<file path="src/core/icd_defines.vh">
// icd_defines.vh: constants of the instruction class decoder
`ifndef ICD_DEFINES_VH
`define ICD_DEFINES_VH
// condition code bit positions and reset value
`define ICD_CCR_H 4
`define ICD_CCR_I 3
`define ICD_CCR_N 2
`define ICD_CCR_Z 1
`define ICD_CCR_C 0
`define ICD_CCR_RST 5'h08
// instruction classes
`define ICD_CLS_REGMEM 3'h0
`define ICD_CLS_RMW 3'h1
`define ICD_CLS_JMPBR 3'h2
`define ICD_CLS_BITMAN 3'h3
`define ICD_CLS_CTRL 3'h4
`define ICD_CLS_ILL 3'h7
// addressing modes
`define ICD_MODE_INH 3'h0
`define ICD_MODE_IMM 3'h1
`define ICD_MODE_DIR 3'h2
`define ICD_MODE_EXT 3'h3
`define ICD_MODE_IX 3'h4
`define ICD_MODE_IX1 3'h5
`define ICD_MODE_IX2 3'h6
`define ICD_MODE_REL 3'h7
// register operand select
`define ICD_SRC_NONE 2'h0
`define ICD_SRC_ACC 2'h1
`define ICD_SRC_IDX 2'h2
// opcode rows (high nibble)
`define ICD_ROW_BTB 4'h0
`define ICD_ROW_BMAN 4'h1
`define ICD_ROW_BR 4'h2
`define ICD_ROW_RMW_DIR 4'h3
`define ICD_ROW_RMW_A 4'h4
`define ICD_ROW_RMW_X 4'h5
`define ICD_ROW_RMW_IX1 4'h6
`define ICD_ROW_RMW_IX 4'h7
`define ICD_ROW_CTL0 4'h8
`define ICD_ROW_CTL1 4'h9
`define ICD_ROW_IMM 4'ha
`define ICD_ROW_DIR 4'hb
`define ICD_ROW_EXT 4'hc
`define ICD_ROW_IX2 4'hd
`define ICD_ROW_IX1 4'he
`define ICD_ROW_IX 4'hf
// register/memory low nibble
`define ICD_RM_MINUS 4'h0
`define ICD_RM_ACC_CMP 4'h1
`define ICD_RM_MINUS_BRW 4'h2
`define ICD_RM_IDX_CMP 4'h3
`define ICD_RM_LAND 4'h4
`define ICD_RM_BITTST 4'h5
`define ICD_RM_LOAD_A 4'h6
`define ICD_RM_STORE_A 4'h7
`define ICD_RM_XOR 4'h8
`define ICD_RM_SUM_C 4'h9
`define ICD_RM_LOR 4'ha
`define ICD_RM_SUM 4'hb
`define ICD_RM_JUMP 4'hc
`define ICD_RM_CALL 4'hd
`define ICD_RM_LOAD_X 4'he
`define ICD_RM_STORE_X 4'hf
// read-modify-write low nibble
`define ICD_MW_NEGATE 4'h0
`define ICD_MW_INVERT 4'h3
`define ICD_MW_LSHR 4'h4
`define ICD_MW_ROTR 4'h6
`define ICD_MW_ASHR 4'h7
`define ICD_MW_SHL 4'h8
`define ICD_MW_ROTL 4'h9
`define ICD_MW_MINUS1 4'ha
`define ICD_MW_PLUS1 4'hc
`define ICD_MW_TEST 4'hd
`define ICD_MW_ZERO 4'hf
// whole opcodes
`define ICD_OP_PRODUCT 8'h42
`define ICD_OP_CALL_REL 8'had
`define ICD_OP_RET_INT 8'h80
`define ICD_OP_RET_SUB 8'h81
`define ICD_OP_SOFT_INT 8'h83
`define ICD_OP_HALT_OSC 8'h8e
`define ICD_OP_HALT_CPU 8'h8f
`define ICD_OP_A_TO_X 8'h97
`define ICD_OP_CLR_C 8'h98
`define ICD_OP_SET_C 8'h99
`define ICD_OP_CLR_I 8'h9a
`define ICD_OP_SET_I 8'h9b
`define ICD_OP_SP_INIT 8'h9c
`define ICD_OP_IDLE 8'h9d
`define ICD_OP_X_TO_A 8'h9f
`endif

</file>
<file path="src/core/icd_alu.v">
// icd_alu.v: arithmetic and logic for register/memory and read-modify-write ops
`timescale 1ns/1ps
`default_nettype none
`include "icd_defines.vh"
module icd_alu (
    // operation select
    input wire rmw_in,
    input wire [3:0] op_in,
    // operands and flags
    input wire [7:0] a_in,
    input wire [7:0] m_in,
    input wire [4:0] ccr_in,
    // result
    output reg [7:0] res_out,
    output reg [4:0] ccr_out
);
    reg [7:0] r;
    reg [4:0] f;
    reg [8:0] s9;
    reg [4:0] h5;
    reg nz;
    wire c_in = ccr_in[`ICD_CCR_C];
    wire cy = (op_in == `ICD_RM_SUM_C) & c_in;

    always @* begin
        r = a_in;
        f = ccr_in;
        s9 = 9'h000;
        h5 = 5'h00;
        nz = 1'b1;
        if (rmw_in) begin
            case (op_in)
                `ICD_MW_NEGATE: begin
                    s9 = 9'h000 - {1'b0, a_in};
                    r = s9[7:0];
                    f[`ICD_CCR_C] = (s9[7:0] != 8'h00);
                end
                `ICD_MW_INVERT: begin
                    r = ~a_in;
                    f[`ICD_CCR_C] = 1'b1;
                end
                `ICD_MW_LSHR: begin
                    r = {1'b0, a_in[7:1]};
                    f[`ICD_CCR_C] = a_in[0];
                end
                `ICD_MW_ROTR: begin
                    r = {c_in, a_in[7:1]};
                    f[`ICD_CCR_C] = a_in[0];
                end
                `ICD_MW_ASHR: begin
                    r = {a_in[7], a_in[7:1]};
                    f[`ICD_CCR_C] = a_in[0];
                end
                `ICD_MW_SHL: begin
                    r = {a_in[6:0], 1'b0};
                    f[`ICD_CCR_C] = a_in[7];
                end
                `ICD_MW_ROTL: begin
                    r = {a_in[6:0], c_in};
                    f[`ICD_CCR_C] = a_in[7];
                end
                `ICD_MW_MINUS1: r = a_in - 8'h01;
                `ICD_MW_PLUS1: r = a_in + 8'h01;
                `ICD_MW_TEST: r = a_in;
                `ICD_MW_ZERO: r = 8'h00;
                default: nz = 1'b0;
            endcase
        end else begin
            case (op_in)
                `ICD_RM_MINUS, `ICD_RM_ACC_CMP, `ICD_RM_IDX_CMP, `ICD_RM_MINUS_BRW: begin
                    // borrow only for the with-borrow form
                    s9 = {1'b0, a_in} - {1'b0, m_in}
                        - {8'h00, c_in & (op_in == `ICD_RM_MINUS_BRW)};
                    r = s9[7:0];
                    f[`ICD_CCR_C] = s9[8];
                end
                `ICD_RM_LAND, `ICD_RM_BITTST: r = a_in & m_in;
                `ICD_RM_LOAD_A, `ICD_RM_LOAD_X: r = m_in;
                `ICD_RM_STORE_A, `ICD_RM_STORE_X: r = a_in;
                `ICD_RM_XOR: r = a_in ^ m_in;
                `ICD_RM_LOR: r = a_in | m_in;
                `ICD_RM_SUM, `ICD_RM_SUM_C: begin
                    h5 = {1'b0, a_in[3:0]} + {1'b0, m_in[3:0]} + {4'h0, cy};
                    s9 = {1'b0, a_in} + {1'b0, m_in} + {8'h00, cy};
                    r = s9[7:0];
                    f[`ICD_CCR_H] = h5[4];
                    f[`ICD_CCR_C] = s9[8];
                end
                default: nz = 1'b0;
            endcase
        end
        // flags an op does not define keep their value
        if (nz) begin
            f[`ICD_CCR_N] = r[7];
            f[`ICD_CCR_Z] = (r == 8'h00);
        end
        res_out = r;
        ccr_out = f;
    end
endmodule
`default_nettype wire

</file>
<file path="src/core/icd_decoder.v">
// icd_decoder.v: instruction class decoder and executor of one opcode per request
`timescale 1ns/1ps
`default_nettype none
`include "icd_defines.vh"
module icd_decoder (
    // clock and reset
    input wire clk_in,
    input wire rst_n_in,
    // instruction request
    input wire go_in,
    input wire [7:0] opcode_in,
    input wire [7:0] byte2_in,
    input wire [7:0] byte3_in,
    input wire [15:0] pc_next_in,
    // core state
    input wire [7:0] acc_in,
    input wire [7:0] idx_in,
    input wire [7:0] mem_in,
    input wire [4:0] ccr_in,
    // external interrupt pin
    input wire irq_pin_in,
    // decode results
    output reg done_out,
    output reg [2:0] class_out,
    output reg [2:0] mode_out,
    output reg [1:0] src_out,
    output reg [15:0] ea_out,
    output reg mem_rd_out,
    // write back
    output reg mem_wr_out,
    output reg acc_wr_out,
    output reg idx_wr_out,
    output reg [7:0] result_out,
    output reg [7:0] idx_result_out,
    output reg [4:0] ccr_out,
    // sequencing
    output reg pc_load_out,
    output reg [15:0] pc_target_out,
    output reg push_ret_out,
    output reg pop_ret_out,
    output reg pop_ccr_out,
    output reg swi_out,
    output reg sp_reset_out,
    output reg stop_out,
    output reg wait_out,
    output reg illegal_out
);
    wire [3:0] hi = opcode_in[7:4];
    wire [3:0] lo = opcode_in[3:0];

    // pin level: three stages, accepted once stages two and three agree
    reg irq_s1_reg, irq_s2_reg, irq_s3_reg, irq_level_reg;
    always @(posedge clk_in or negedge rst_n_in) begin
        if (!rst_n_in) begin
            irq_s1_reg <= 1'b1;
            irq_s2_reg <= 1'b1;
            irq_s3_reg <= 1'b1;
            irq_level_reg <= 1'b1;
        end else begin
            irq_s1_reg <= irq_pin_in;
            irq_s2_reg <= irq_s1_reg;
            irq_s3_reg <= irq_s2_reg;
            if (irq_s2_reg == irq_s3_reg)
                irq_level_reg <= irq_s3_reg;
        end
    end

    // sign-extended offset gives -128..+127 from the next address
    function [15:0] rel_target;
        input [15:0] pc;
        input [7:0] off;
        begin
            rel_target = pc + {{8{off[7]}}, off};
        end
    endfunction

    function [15:0] calc_ea;
        input [2:0] mode;
        input [7:0] b2;
        input [7:0] b3;
        input [7:0] x;
        begin
            case (mode)
                `ICD_MODE_DIR: calc_ea = {8'h00, b2};
                `ICD_MODE_EXT: calc_ea = {b2, b3};
                `ICD_MODE_IX: calc_ea = {8'h00, x};
                `ICD_MODE_IX1: calc_ea = {8'h00, b2} + {8'h00, x};
                `ICD_MODE_IX2: calc_ea = {b2, b3} + {8'h00, x};
                default: calc_ea = 16'h0000;
            endcase
        end
    endfunction

    // even opcode tests the base condition, odd one its inverse
    function br_cond;
        input [3:0] n;
        input [4:0] cc;
        input irq;
        reg base;
        begin
            case (n[3:1])
                3'h0: base = 1'b1;
                3'h1: base = ~(cc[`ICD_CCR_C] | cc[`ICD_CCR_Z]);
                3'h2: base = ~cc[`ICD_CCR_C];
                3'h3: base = ~cc[`ICD_CCR_Z];
                3'h4: base = ~cc[`ICD_CCR_H];
                3'h5: base = ~cc[`ICD_CCR_N];
                3'h6: base = ~cc[`ICD_CCR_I];
                default: base = ~irq;
            endcase
            br_cond = base ^ n[0];
        end
    endfunction

    reg [2:0] cls, mode;
    reg [1:0] src;
    reg [15:0] ea, tgt;
    reg mrd, mwr, awr, xwr, pcl, push, pop, popc, swi, sprst, stp, wt, ill;
    reg [7:0] res, xres, alu_a, alu_m, mask;
    reg [4:0] ccr;
    reg alu_rmw, taken, bit_val;
    reg [15:0] prod;
    wire [7:0] alu_res;
    wire [4:0] alu_ccr;

    icd_alu u_alu (
        .rmw_in(alu_rmw),
        .op_in(lo),
        .a_in(alu_a),
        .m_in(alu_m),
        .ccr_in(ccr_in),
        .res_out(alu_res),
        .ccr_out(alu_ccr)
    );

    always @* begin
        cls = `ICD_CLS_ILL;
        mode = `ICD_MODE_INH;
        src = `ICD_SRC_NONE;
        ea = 16'h0000;
        tgt = pc_next_in;
        {mrd, mwr, awr, xwr, pcl, push, pop, popc} = 8'h00;
        {swi, sprst, stp, wt, ill} = 5'h00;
        res = 8'h00;
        xres = 8'h00;
        ccr = ccr_in;
        alu_rmw = 1'b0;
        alu_a = acc_in;
        alu_m = mem_in;
        mask = 8'h01 << lo[3:1];
        taken = 1'b0;
        bit_val = mem_in[lo[3:1]];
        prod = acc_in * idx_in;
        case (hi)
            `ICD_ROW_BTB: begin
                cls = `ICD_CLS_BITMAN;
                mode = `ICD_MODE_DIR;
                ea = calc_ea(`ICD_MODE_DIR, byte2_in, byte3_in, idx_in);
                mrd = 1'b1;
                ccr[`ICD_CCR_C] = bit_val;
                taken = bit_val ^ lo[0];
                pcl = taken;
                tgt = taken ? rel_target(pc_next_in, byte3_in) : pc_next_in;
            end
            `ICD_ROW_BMAN: begin
                cls = `ICD_CLS_BITMAN;
                mode = `ICD_MODE_DIR;
                ea = calc_ea(`ICD_MODE_DIR, byte2_in, byte3_in, idx_in);
                mrd = 1'b1;
                mwr = 1'b1;
                res = lo[0] ? (mem_in & ~mask) : (mem_in | mask);
            end
            `ICD_ROW_BR: begin
                cls = `ICD_CLS_JMPBR;
                mode = `ICD_MODE_REL;
                taken = br_cond(lo, ccr_in, irq_level_reg);
                pcl = taken;
                tgt = taken ? rel_target(pc_next_in, byte2_in) : pc_next_in;
            end
            `ICD_ROW_RMW_DIR, `ICD_ROW_RMW_A, `ICD_ROW_RMW_X,
            `ICD_ROW_RMW_IX1, `ICD_ROW_RMW_IX: begin
                if (opcode_in == `ICD_OP_PRODUCT) begin
                    cls = `ICD_CLS_CTRL;
                    awr = 1'b1;
                    xwr = 1'b1;
                    res = prod[7:0];
                    xres = prod[15:8];
                    ccr[`ICD_CCR_H] = 1'b0;
                    ccr[`ICD_CCR_C] = 1'b0;
                end else if (lo == 4'h1 || lo == 4'h2 || lo == 4'h5
                             || lo == 4'hb || lo == 4'he) begin
                    ill = 1'b1;
                end else begin
                    cls = `ICD_CLS_RMW;
                    alu_rmw = 1'b1;
                    case (hi)
                        `ICD_ROW_RMW_DIR: mode = `ICD_MODE_DIR;
                        `ICD_ROW_RMW_IX1: mode = `ICD_MODE_IX1;
                        `ICD_ROW_RMW_IX: mode = `ICD_MODE_IX;
                        default: mode = `ICD_MODE_INH;
                    endcase
                    ea = calc_ea(mode, byte2_in, byte3_in, idx_in);
                    mrd = (mode != `ICD_MODE_INH);
                    if (hi == `ICD_ROW_RMW_X)
                        alu_a = idx_in;
                    else if (hi == `ICD_ROW_RMW_A)
                        alu_a = acc_in;
                    else
                        alu_a = mem_in;
                    res = alu_res;
                    xres = alu_res;
                    ccr = alu_ccr;
                    // write back to where it was read, never for the
                    if (lo != `ICD_MW_TEST) begin
                        mwr = mrd;
                        awr = (hi == `ICD_ROW_RMW_A);
                        xwr = (hi == `ICD_ROW_RMW_X);
                    end
                end
            end
            `ICD_ROW_CTL0, `ICD_ROW_CTL1: begin
                cls = `ICD_CLS_CTRL;
                case (opcode_in)
                    `ICD_OP_RET_INT: begin
                        pop = 1'b1;
                        popc = 1'b1;
                    end
                    `ICD_OP_RET_SUB: pop = 1'b1;
                    `ICD_OP_SOFT_INT: begin
                        swi = 1'b1;
                        ccr[`ICD_CCR_I] = 1'b1;
                    end
                    `ICD_OP_HALT_OSC: begin
                        stp = 1'b1;
                        ccr[`ICD_CCR_I] = 1'b0;
                    end
                    `ICD_OP_HALT_CPU: begin
                        wt = 1'b1;
                        ccr[`ICD_CCR_I] = 1'b0;
                    end
                    `ICD_OP_A_TO_X: begin
                        xwr = 1'b1;
                        xres = acc_in;
                    end
                    `ICD_OP_X_TO_A: begin
                        awr = 1'b1;
                        res = idx_in;
                    end
                    `ICD_OP_CLR_C: ccr[`ICD_CCR_C] = 1'b0;
                    `ICD_OP_SET_C: ccr[`ICD_CCR_C] = 1'b1;
                    `ICD_OP_CLR_I: ccr[`ICD_CCR_I] = 1'b0;
                    `ICD_OP_SET_I: ccr[`ICD_CCR_I] = 1'b1;
                    `ICD_OP_SP_INIT: sprst = 1'b1;
                    `ICD_OP_IDLE: cls = `ICD_CLS_CTRL;
                    default: begin
                        cls = `ICD_CLS_ILL;
                        ill = 1'b1;
                    end
                endcase
            end
            default: begin
                case (hi)
                    `ICD_ROW_IMM: mode = `ICD_MODE_IMM;
                    `ICD_ROW_DIR: mode = `ICD_MODE_DIR;
                    `ICD_ROW_EXT: mode = `ICD_MODE_EXT;
                    `ICD_ROW_IX2: mode = `ICD_MODE_IX2;
                    `ICD_ROW_IX1: mode = `ICD_MODE_IX1;
                    default: mode = `ICD_MODE_IX;
                endcase
                ea = calc_ea(mode, byte2_in, byte3_in, idx_in);
                if (opcode_in == `ICD_OP_CALL_REL) begin
                    cls = `ICD_CLS_JMPBR;
                    mode = `ICD_MODE_REL;
                    ea = 16'h0000;
                    pcl = 1'b1;
                    push = 1'b1;
                    tgt = rel_target(pc_next_in, byte2_in);
                end else if (mode == `ICD_MODE_IMM && (lo == `ICD_RM_STORE_A
                             || lo == `ICD_RM_JUMP || lo == `ICD_RM_STORE_X)) begin
                    // a store or jump to an immediate has no meaning
                    mode = `ICD_MODE_INH;
                    ea = 16'h0000;
                    ill = 1'b1;
                end else if (lo == `ICD_RM_JUMP || lo == `ICD_RM_CALL) begin
                    cls = `ICD_CLS_JMPBR;
                    pcl = 1'b1;
                    push = (lo == `ICD_RM_CALL);
                    tgt = ea;
                end else begin
                    cls = `ICD_CLS_REGMEM;
                    // index is the register side of compare, load and store
                    if (lo == `ICD_RM_IDX_CMP || lo == `ICD_RM_LOAD_X
                        || lo == `ICD_RM_STORE_X) begin
                        src = `ICD_SRC_IDX;
                        alu_a = idx_in;
                    end else begin
                        src = `ICD_SRC_ACC;
                        alu_a = acc_in;
                    end
                    alu_m = (mode == `ICD_MODE_IMM) ? byte2_in : mem_in;
                    res = alu_res;
                    xres = alu_res;
                    ccr = alu_ccr;
                    if (lo == `ICD_RM_STORE_A || lo == `ICD_RM_STORE_X) begin
                        mwr = 1'b1;
                    end else begin
                        mrd = (mode != `ICD_MODE_IMM);
                        // compares and bit test leave both operands alone
                        xwr = (lo == `ICD_RM_LOAD_X);
                        awr = !(lo == `ICD_RM_ACC_CMP || lo == `ICD_RM_IDX_CMP
                                || lo == `ICD_RM_BITTST || lo == `ICD_RM_LOAD_X);
                    end
                end
            end
        endcase
    end

    // strobes live for one cycle; data outputs hold until the next request
    always @(posedge clk_in or negedge rst_n_in) begin
        if (!rst_n_in) begin
            done_out <= 1'b0;
            class_out <= `ICD_CLS_ILL;
            mode_out <= `ICD_MODE_INH;
            src_out <= `ICD_SRC_NONE;
            ea_out <= 16'h0000;
            result_out <= 8'h00;
            idx_result_out <= 8'h00;
            ccr_out <= `ICD_CCR_RST;
            pc_target_out <= 16'h0000;
            {mem_rd_out, mem_wr_out, acc_wr_out, idx_wr_out} <= 4'h0;
            {pc_load_out, push_ret_out, pop_ret_out, pop_ccr_out} <= 4'h0;
            {swi_out, sp_reset_out, stop_out, wait_out, illegal_out} <= 5'h00;
        end else begin
            done_out <= go_in;
            {mem_rd_out, mem_wr_out, acc_wr_out, idx_wr_out} <=
                go_in ? {mrd, mwr, awr, xwr} : 4'h0;
            {pc_load_out, push_ret_out, pop_ret_out, pop_ccr_out} <=
                go_in ? {pcl, push, pop, popc} : 4'h0;
            {swi_out, sp_reset_out, stop_out, wait_out, illegal_out} <=
                go_in ? {swi, sprst, stp, wt, ill} : 5'h00;
            if (go_in) begin
                class_out <= cls;
                mode_out <= mode;
                src_out <= src;
                ea_out <= ea;
                result_out <= res;
                idx_result_out <= xres;
                ccr_out <= ill ? ccr_in : ccr;
                pc_target_out <= tgt;
            end
        end
    end
endmodule
`default_nettype wire

</file>
<file path="config.mk">
export PLATFORM = sky130hd
export DESIGN_NAME = icd_decoder
export DESIGN_NICKNAME = d
export VERILOG_FILES = /design/src/core/icd_alu.v /design/src/core/icd_decoder.v
export VERILOG_INCLUDE_DIRS = /design/src /design/src/core
export SDC_FILE = /design/constraint.sdc
export NUM_CORES = 1
export LEC_CHECK = 0
export BUFFER_PORTS_ARGS = -buffer_cell sky130_fd_sc_hd__buf_4
export CORE_MARGIN = 5
export CORE_UTILIZATION = 60
export DETAILED_ROUTE_END_ITERATION = 10
export GPL_ROUTABILITY_DRIVEN = 0
export PLACE_DENSITY = 0.82
export RECOVER_POWER = 50
export SLEW_MARGIN = 20
export SYNTH_ARGS = -nofsm -noshare
export SYNTH_HDL_FRONTEND = slang
export SYNTH_SLANG_ARGS = --single-unit
</file>
<file path="constraint.sdc">
create_clock -name clk_in -period 2.5 [get_ports clk_in]
set_input_delay 0.125 -clock clk_in [delete_from_list [all_inputs] [get_ports clk_in]]
set_output_delay 0.125 -clock clk_in [all_outputs]
set_load 0.1 [all_outputs]
</file>
==> results of run 1 <==
## synth_stat cells, drive strengths merged (27+ instances only)
cell / n
a21oi: 111
and2: 40
clkbuf: 65
dfrtp: 71
fa: 45
ha: 117
inv: 97
mux2i: 27
nand2: 162
nand3: 34
nor2: 161
nor3: 52
o21ai: 79
xnor2: 56
## per-layer routing
metal / global-route usage / GRT overflow
met1: 0.869 / 17
met2: 0.997 / 240
met3: 0.740 / 9
met4: 0.931 / 156
met5: 0.435 / 0
## stage by stage
| step | utilization | setup slack, ns |
|---|---|---|
| 4_1_cts | 0.897 | -1.42 |
| 3_3_place_gp | 0.818 | -1.83 |
| 2_1_floorplan | - | -1.83 |
| 3_5_place_dp | 0.818 | -1.85 |
## logic make-up after synthesis
logic type / count (synthesis)
compound gates: 476
simple gates: 540
fa+ha+maj: 163
xor+xnor: 77
buf+inv: 187
flops: 79
mux: 42
## what timing repair did
item / CTS
cloned: 0
setup endpoints to repair: 38
hold buffers: 1
setup buffers: 57
resized for setup: 186
pin swaps: 122
endpoints found under the hold margin: 1
==> flow_summary.json, run 1 <==
{
  "synth_warnings": 0,
  "io_buffers": 147,
  "synth_cell_types": 94,
  "grtUsageTotal": 0.874,
  "synth_area_leaders": "dfrtp_1 15%, ha_1 12%, fa_1 7.4%",
  "die_h_um": 152,
  "endpoint_type": "register input",
  "netlist_area_sq_um": 12100,
  "worst_endpoint": "idx_result_out[6]$_DFFE_PN0P_/D",
  "overflow": 422,
  "synth_mux_area_frac": 0.0381,
  "synthArstFlopShare": 1.00,
  "clock_path_buffers": 2,
  "die_x_um": 152,
  "initial_core_util": 0.604,
  "cts_buffers": 9,
  "stop_stage": "global routing",
  "synthFlopType": "dfrtp_1",
  "synth_top_cell_by_area": "dfrtp_1",
  "yosys.area_share.simple": 0.210,
  "clockRootBuffer": "clkbuf_16",
  "outcome": "stopped before the end",
  "synth_edf_count": 0,
  "placementRows": 52,
  "synth_fa_ha_area_frac": 0.196,
  "ys_seq_elements": 79,
  "synth.top_cell.area_share": 0.147,
  "cts-htree-levels": 3,
  "hpwl_mm": 41.3,
  "synth-seq-area-share": 0.164,
  "synthCells": 1564,
  "avgSynthCellArea_sq_um": 7.74,
  "stop_error": "[ERROR GRT-0232] Routing congestion too high. Check the congestion heatmap in the GUI.",
  "grt_max_degree": 86,
  "placed_cell_area_sq_um": 16400,
  "syn-num-nets": 1799,
  "cts_sinks": 79,
  "synth_top_family_by_area": "compound AO/OA/AOI/OAI gates",
  "synth_xor_area_frac": 0.0557,
  "top_level_ports": 148,
  "dp.cells": 2274,
  "synth-compound-area-share": 0.274
}
==> run 2: changes to the inputs <==
--- a/config.mk
+++ b/config.mk
@@ -8,10 +8,10 @@
 export LEC_CHECK = 0
 export BUFFER_PORTS_ARGS = -buffer_cell sky130_fd_sc_hd__buf_4
 export CORE_MARGIN = 5
-export CORE_UTILIZATION = 60
+export CORE_UTILIZATION = 40
 export DETAILED_ROUTE_END_ITERATION = 10
 export GPL_ROUTABILITY_DRIVEN = 0
-export PLACE_DENSITY = 0.82
+export PLACE_DENSITY_LB_ADDON = 0.15
 export RECOVER_POWER = 50
 export SLEW_MARGIN = 20
 export SYNTH_ARGS = -nofsm -noshare
==> flow_summary.json, run 2 <==
{
  "antenna_found_initial": 0,
  "netlist_area_sq_um": 12100,
  "worstSetupEndpointType": "register",
  "setup_viol": 22,
  "avgSynthCellArea_sq_um": 7.74,
  "crit_type": "in -> reg",
  "coreArea_sq_um": 29800,
  "p_leak_uw": 0.00848,
  "die_h_um": 184,
  "ys_top_cells_by_count": "161 x nand2_1, 159 x nor2_1, 117 x ha_1, 111 x a21oi_1, 93 x inv_1",
  "drt-wirelength-per-cell_um": 22.4,
  "grtUsageTotal": 0.317,
  "crit_path_start": "opcode_in[3]",
  "grt_max_degree": 77,
  "cts_sinks": 79,
  "cp_max_fo": 6,
  "drc": 0,
  "clock_path_buffers": 2,
  "required_ns": 2.78,
  "overflow": 0,
  "synth_edf_count": 0,
  "cp.arrival_ns": 4.26,
  "worst_pin_slew_ns": 2.09,
  "hold_violations": 0,
  "p_per_area_nw_per_um2": 535,
  "dr.pass1.iters": 6,
  "synth.top_cell.area_share": 0.147,
  "r2r_end": "pc_target_out[0]$_DFFE_PN0P_",
  "dr.first_iter.drc_count": 1689,
  "clockRootBuffer": "clkbuf_16",
  "io_buffers": 147,
  "drive_gt1_frac": 0.418,
  "postRouteWirelength_mm": 56.0,
  "skew_ns": 0.00435,
  "top_level_ports": 148,
  "finalNetCount": 2336,
  "synth-seq-area-share": 0.164,
  "cp-start-kind": "input port",
  "synthArstFlopShare": 1.00,
  "synth_top_cell_by_area": "dfrtp_1",
  "synth_warnings": 0,
  "ys_seq_elements": 79,
  "irDropWorstVdd_v": 0.000444,
  "num-fill-cells": 2559,
  "syn-num-nets": 1799,
  "placementRows": 63,
  "reg_top3": "ea_out x16, pc_target_out x16",
  "reg2reg_slack_ns": 0.53,
  "final_common_cell": "buf_4",
  "cts-htree-levels": 3,
  "r2r_cells": 8,
  "path_clk_slew_ns": 0.07,
  "cts_buffers": 9,
  "synthCells": 1564,
  "period_share": 1.59,
  "routed_via_density": 6.06,
  "fin_area_sq_um": 18900,
  "drv_slew": 77,
  "placed_cell_area_sq_um": 16700,
  "synth_area_leaders": "dfrtp_1 15%, ha_1 12%, fa_1 7.4%",
  "reg2reg_from": "irq_level_reg$_DFFE_PN1N_",
  "diodes": 0,
  "drtAntennaViolNets": 0,
  "synthFlopType": "dfrtp_1",
  "die_x_um": 184,
  "initial_core_util": 0.406,
  "synth_most_common_cell": "nand2_1",
  "final_core_util": 0.633,
  "grt_pass1_wl_mm": 83.9,
  "relSlewSlack": -0.391,
  "cts_tree": "yes",
  "crit_end": "ccr_out[1]$_DFFE_PN0P_",
  "min_path_type": "in -> reg",
  "hpwl_mm": 44.0,
  "synth_cell_types": 94,
  "min_period_ns": 3.98,
  "fin_ws_ns": -1.48,
  "outcome": "finished with violations",
  "maxCapViolCount": 1,
  "max_freq_ghz": 0.251,
  "insertion_delay_ns": 0.36,
  "syn2layout_area_growth_pct": 55.6,
  "rsz0062_at_grt": "true",
  "violations": "capacitance limit, slew limit, setup timing",
  "vias": 15100,
  "die_area_sq_um": 33900,
  "mostFrequentLayoutCells": "525 x buf_4, 149 x nor2_1, 147 x nand2_1",
  "grt_pass1_vias": 14900
}
## run 2: cell counts after synthesis
No cell type changed its count.
## run 2: cell families (layout without fill, tap and decap cells)
| kind of cell | count (synthesis) | count (layout) | share of synthesized area |
|---|---|---|---|
| adder cells (fa/ha/maj) | 163 | 163 | 0.196 |
| buffers and inverters | 187 | 729 | 0.0612 |
| multiplexers | 42 | 42 | 0.0381 |
| flip-flops | 79 | 79 | 0.164 |
| XOR/XNOR | 77 | 77 | 0.0557 |
| AND/OR/NAND/NOR | 540 | 540 | 0.210 |
| AO/OA/AOI/OAI | 476 | 476 | 0.274 |
## run 2: stage by stage
stage	cells	hold slack [ns]	TNS, ns	power [uW]	setup slack (ns)
global route	2496	0.0583	-27.30	10600	-1.67
floorplan	1564	-0.171	-24.80	5400	-1.83
detailed placement	2415	0.236	-44.64	7680	-1.93
global placement	2415	0.236	-42.42	7610	-1.87
finish	2496	0.0412	-23.18	10100	-1.48
CTS	2482	0.0325	-22.49	9700	-1.46
## run 2: worst max-delay path, stage by stage
cell and delay (ns):
buf_6 0.10, or4b_4 0.55, buf_4 0.15, buf_6 0.13, o211ai_4 0.12, nor3_2 0.08
and3b_1 0.24, and2_4 0.21, inv_8 0.06, fa_2 0.40, a21o_1 0.19, a211oi_1 0.25
o221ai_1 0.19, o32ai_2 0.30, a31oi_1 0.15, or4_1 0.53, nor4_2 0.22, nand3_1 0.09
a31oi_1 0.17
## run 2: how the worst min path moves through the flow
stage                     startpoint                endpoint  slack (ns)  cells past startpoint
after global placement    irq_pin_in    irq_s1_reg$_DFF_PN1_        0.24                      1
after global routing       ccr_in[3]  ccr_out[3]$_DFFE_PN1P_        0.06                      3
after CTS                  ccr_in[3]  ccr_out[3]$_DFFE_PN1P_        0.03                      3
after floorplan             rst_n_in    acc_wr_out$_DFF_PN0_       -0.17                      0
final                      ccr_in[3]  ccr_out[3]$_DFFE_PN1P_        0.04                      3
after detailed placement  irq_pin_in    irq_s1_reg$_DFF_PN1_        0.24                      1
## run 2: per-layer routing
| metal | GRT usage | routed length, um |
|---|---|---|
| met3 | 0.0726 | 5920 |
| met1 | 0.414 | 22000 |
| met2 | 0.496 | 24800 |
| met5 | 0 | 0 |
| met4 | 0.151 | 3290 |
## run 2: repair_timing
action                     4_1_cts  5_1_grt
setup endpoints to repair       38       46
pin swaps                      105      107
hold buffers                     2        0
gates cloned                     0        0
gates resized for setup        177      131
hold endpoints to repair        39        0
buffers inserted                50       22
## run 2: final cells by class
cell class	instances	area (sq um)	share of cell area
clock buffer	9	225	0.0119
clock inverter	7	78.8	0.00418
inverter	98	380	0.0202
multi-input combinational	1298	10800	0.570
sequential	79	1990	0.105
tap	390	488	0.0259
timing repair buffer	615	4940	0.262
## run 2: power by group
part | leakage (uW) | switching, uW | internal (uW) | total (uW)
Combinational | 0.00737 | 4040 | 3090 | 7140
Clock | 0.000144 | 639 | 787 | 1430
Sequential | 0.000961 | 104 | 1420 | 1530
Total | 0.00848 | 4790 | 5300 | 10100
(Power assumes the default switching activity.)
==> run 3: changes to the inputs <==
--- a/config.mk
+++ b/config.mk
@@ -7,13 +7,13 @@
 export NUM_CORES = 1
 export LEC_CHECK = 0
 export BUFFER_PORTS_ARGS = -buffer_cell sky130_fd_sc_hd__buf_4
-export CORE_MARGIN = 5
+export CORE_MARGIN = 4
 export CORE_UTILIZATION = 40
 export DETAILED_ROUTE_END_ITERATION = 10
 export GPL_ROUTABILITY_DRIVEN = 0
 export PLACE_DENSITY_LB_ADDON = 0.15
 export RECOVER_POWER = 50
-export SLEW_MARGIN = 20
+export SLEW_MARGIN = 5
 export SYNTH_ARGS = -nofsm -noshare
 export SYNTH_HDL_FRONTEND = slang
 export SYNTH_SLANG_ARGS = --single-unit
==> constraint.sdc (replaced) <==
create_clock -name clk_in -period 4.37 [get_ports clk_in]
set_input_delay 0.2185 -clock clk_in [delete_from_list [all_inputs] [get_ports clk_in]]
set_output_delay 0.2185 -clock clk_in [all_outputs]
set_load 0.1 [all_outputs]
==> flow_summary.json, run 3 (synthesized netlist as in run 2, its figures left out) <==
{
  "finalNetCount": 2091,
  "crit_chain": "buf_4 > or4b_4 > o211a_4 > a311o_1 > o21ai_4 > nor2_4 > fa_2 > fa_2 > a21o_1 > a21oi_2 > xnor2_1 > a221oi_1 > o21ai_1 > a21oi_2 > a31oi_1 > or4_1 > nor4_2 > nand3_1 > a31oi_1",
  "min_path_type": "in -> reg",
  "path_clk_slew_ns": 0.06,
  "drive_gt1_frac": 0.214,
  "drv_slew": 51,
  "relSlewSlack": -1.00,
  "initial_core_util": 0.408,
  "clockRootBuffer": "clkbuf_16",
  "drc": 0,
  "crit_type": "in -> reg",
  "overflow": 0,
  "num-fill-cells": 2993,
  "io_buffers": 147,
  "antenna_found_initial": 1,
  "finalSetupTns_ns": 0,
  "outcome": "finished with violations",
  "grt_max_degree": 60,
  "final_core_util": 0.510,
  "p_per_area_nw_per_um2": 311,
  "final_common_cell": "buf_4",
  "die_h_um": 182,
  "coreArea_sq_um": 29700,
  "required_ns": 4.66,
  "p_leak_uw": 0.00678,
  "skew_ns": 0.00234,
  "hpwl_mm": 41.0,
  "dr.pass1.iters": 6,
  "placementRows": 63,
  "mostFrequentLayoutCells": "306 x buf_4, 161 x nand2_1, 157 x nor2_1",
  "postRouteWirelength_mm": 51.2,
  "setup_viol": 0,
  "reg_top3": "ea_out x16, pc_target_out x16",
  "grtUsageTotal": 0.300,
  "cts-htree-levels": 3,
  "routed_via_density": 6.14,
  "min_period_ns": 4.23,
  "cp-start-kind": "input port",
  "cts_tree": "yes",
  "grt_pass1_wl_mm": 78.1,
  "worst_pin_slew_ns": 3.00,
  "cp.arrival_ns": 4.52,
  "die_x_um": 182,
  "cts_buffers": 9,
  "maxCapViolCount": 1,
  "die_area_sq_um": 33100,
  "cp_slowest_cell": "or4b_4",
  "worstSetupEndpointType": "register",
  "grt_pass1_vias": 13300,
  "period_share": 0.968,
  "dr.first_iter.drc_count": 1571,
  "rsz0062_at_grt": "true",
  "hold_violations": 0,
  "vias": 13800,
  "irDropWorstVdd_v": 0.000279,
  "slowest_delay_ns": 0.58,
  "clock_path_buffers": 2,
  "cts_sinks": 79,
  "top_level_ports": 148,
  "syn2layout_area_growth_pct": 25.2,
  "drtAntennaViolNets": 0,
  "insertion_delay_ns": 0.36,
  "drt-wirelength-per-cell_um": 22.7,
  "cp_max_fo": 6,
  "max_freq_ghz": 0.236,
  "violations": "capacitance limit, slew limit"
}
## run 3: changes by cell type in the layout (fill, tap and decap cells not counted), sizes merged
cell,before,now
clkinvlp,2,3
bufinv,1,0
clkbuf,32,73
inv,100,98
diode,0,2
buf,590,306
## run 3: routing by layer
layer | GRT usage | share of wire
met4 | 0.129 | 0.042
met5 | 0 | 0
met3 | 0.0713 | 0.10
met2 | 0.450 | 0.43
met1 | 0.414 | 0.42
## run 3: layout make-up
cell class	count	area, sq um	share of cell area
diodes	2	5.00	0.000330
clock buffers	11	233	0.0153
clock inverters	5	36.3	0.00239
inverters	98	368	0.0243
multi-input cells	1298	9490	0.626
flip-flops and latches	79	1990	0.131
well taps	390	488	0.0322
repair buffers	370	2550	0.168
## run 3: report_power, final
group	internal (uW)	leakage [uW]	switching [uW]
clock network	387	0.000122	346
registers	814	0.000961	50.9
logic	1140	0.00570	1980
total	2340	0.00678	2380
## run 3: critical path: cells and delay by family
family | cells | cell delay [ns]
xor gates and xnor gates | 1 | 0.08
buffers and inverters | 1 | 0.14
adders and majority gates | 2 | 0.76
and+or+nand+nor | 5 | 1.54
AOI/OAI and AO/OA | 10 | 1.77
## run 3: path summary, 6_finish.rpt
kind	from	to	slack, ns	cells past startpoint
max	opcode_in[3]	ccr_out[1]$_DFFE_PN0P_	0.14	19
min	ccr_in[3]	ccr_out[3]$_DFFE_PN1P_	0.13	3
max reg2reg	irq_level_reg$_DFFE_PN1N_	pc_target_out[6]$_DFFE_PN0P_	1.79	7
min reg2reg	irq_s1_reg$_DFF_PN1_	irq_s2_reg$_DFF_PN1_	0.36	0
max in group asynchronous	rst_n_in	pc_target_out[13]$_DFFE_PN0P_	1.28	2
min in group asynchronous	rst_n_in	idx_result_out[0]$_DFFE_PN0P_	1.37	2
## run 3: through the flow
step | power [uW] | worst slack (ns) | hold WS [ns] | instance area (sq um) | instances
5_1_grt | 5020 | -0.0406 | 0.137 | 15200 | 2252
2_1_floorplan | 2940 | -0.0613 | -0.0771 | 12200 | 1564
3_3_place_gp | 3930 | -0.278 | 0.327 | 15000 | 2232
4_1_cts | 4720 | 0.0521 | 0.112 | 15300 | 2250
6_report | 4720 | 0.138 | 0.130 | 15200 | 2253
3_5_place_dp | 3950 | -0.296 | 0.328 | 15000 | 2232
## run 3: what timing repair did
action | 4_1_cts | 5_1_grt
setup endpoints to repair | 0 | 6
hold endpoints to repair | 46 | 0
buffers inserted | 0 | 1
hold buffers | 2 | 0
resized for setup | 0 | 16
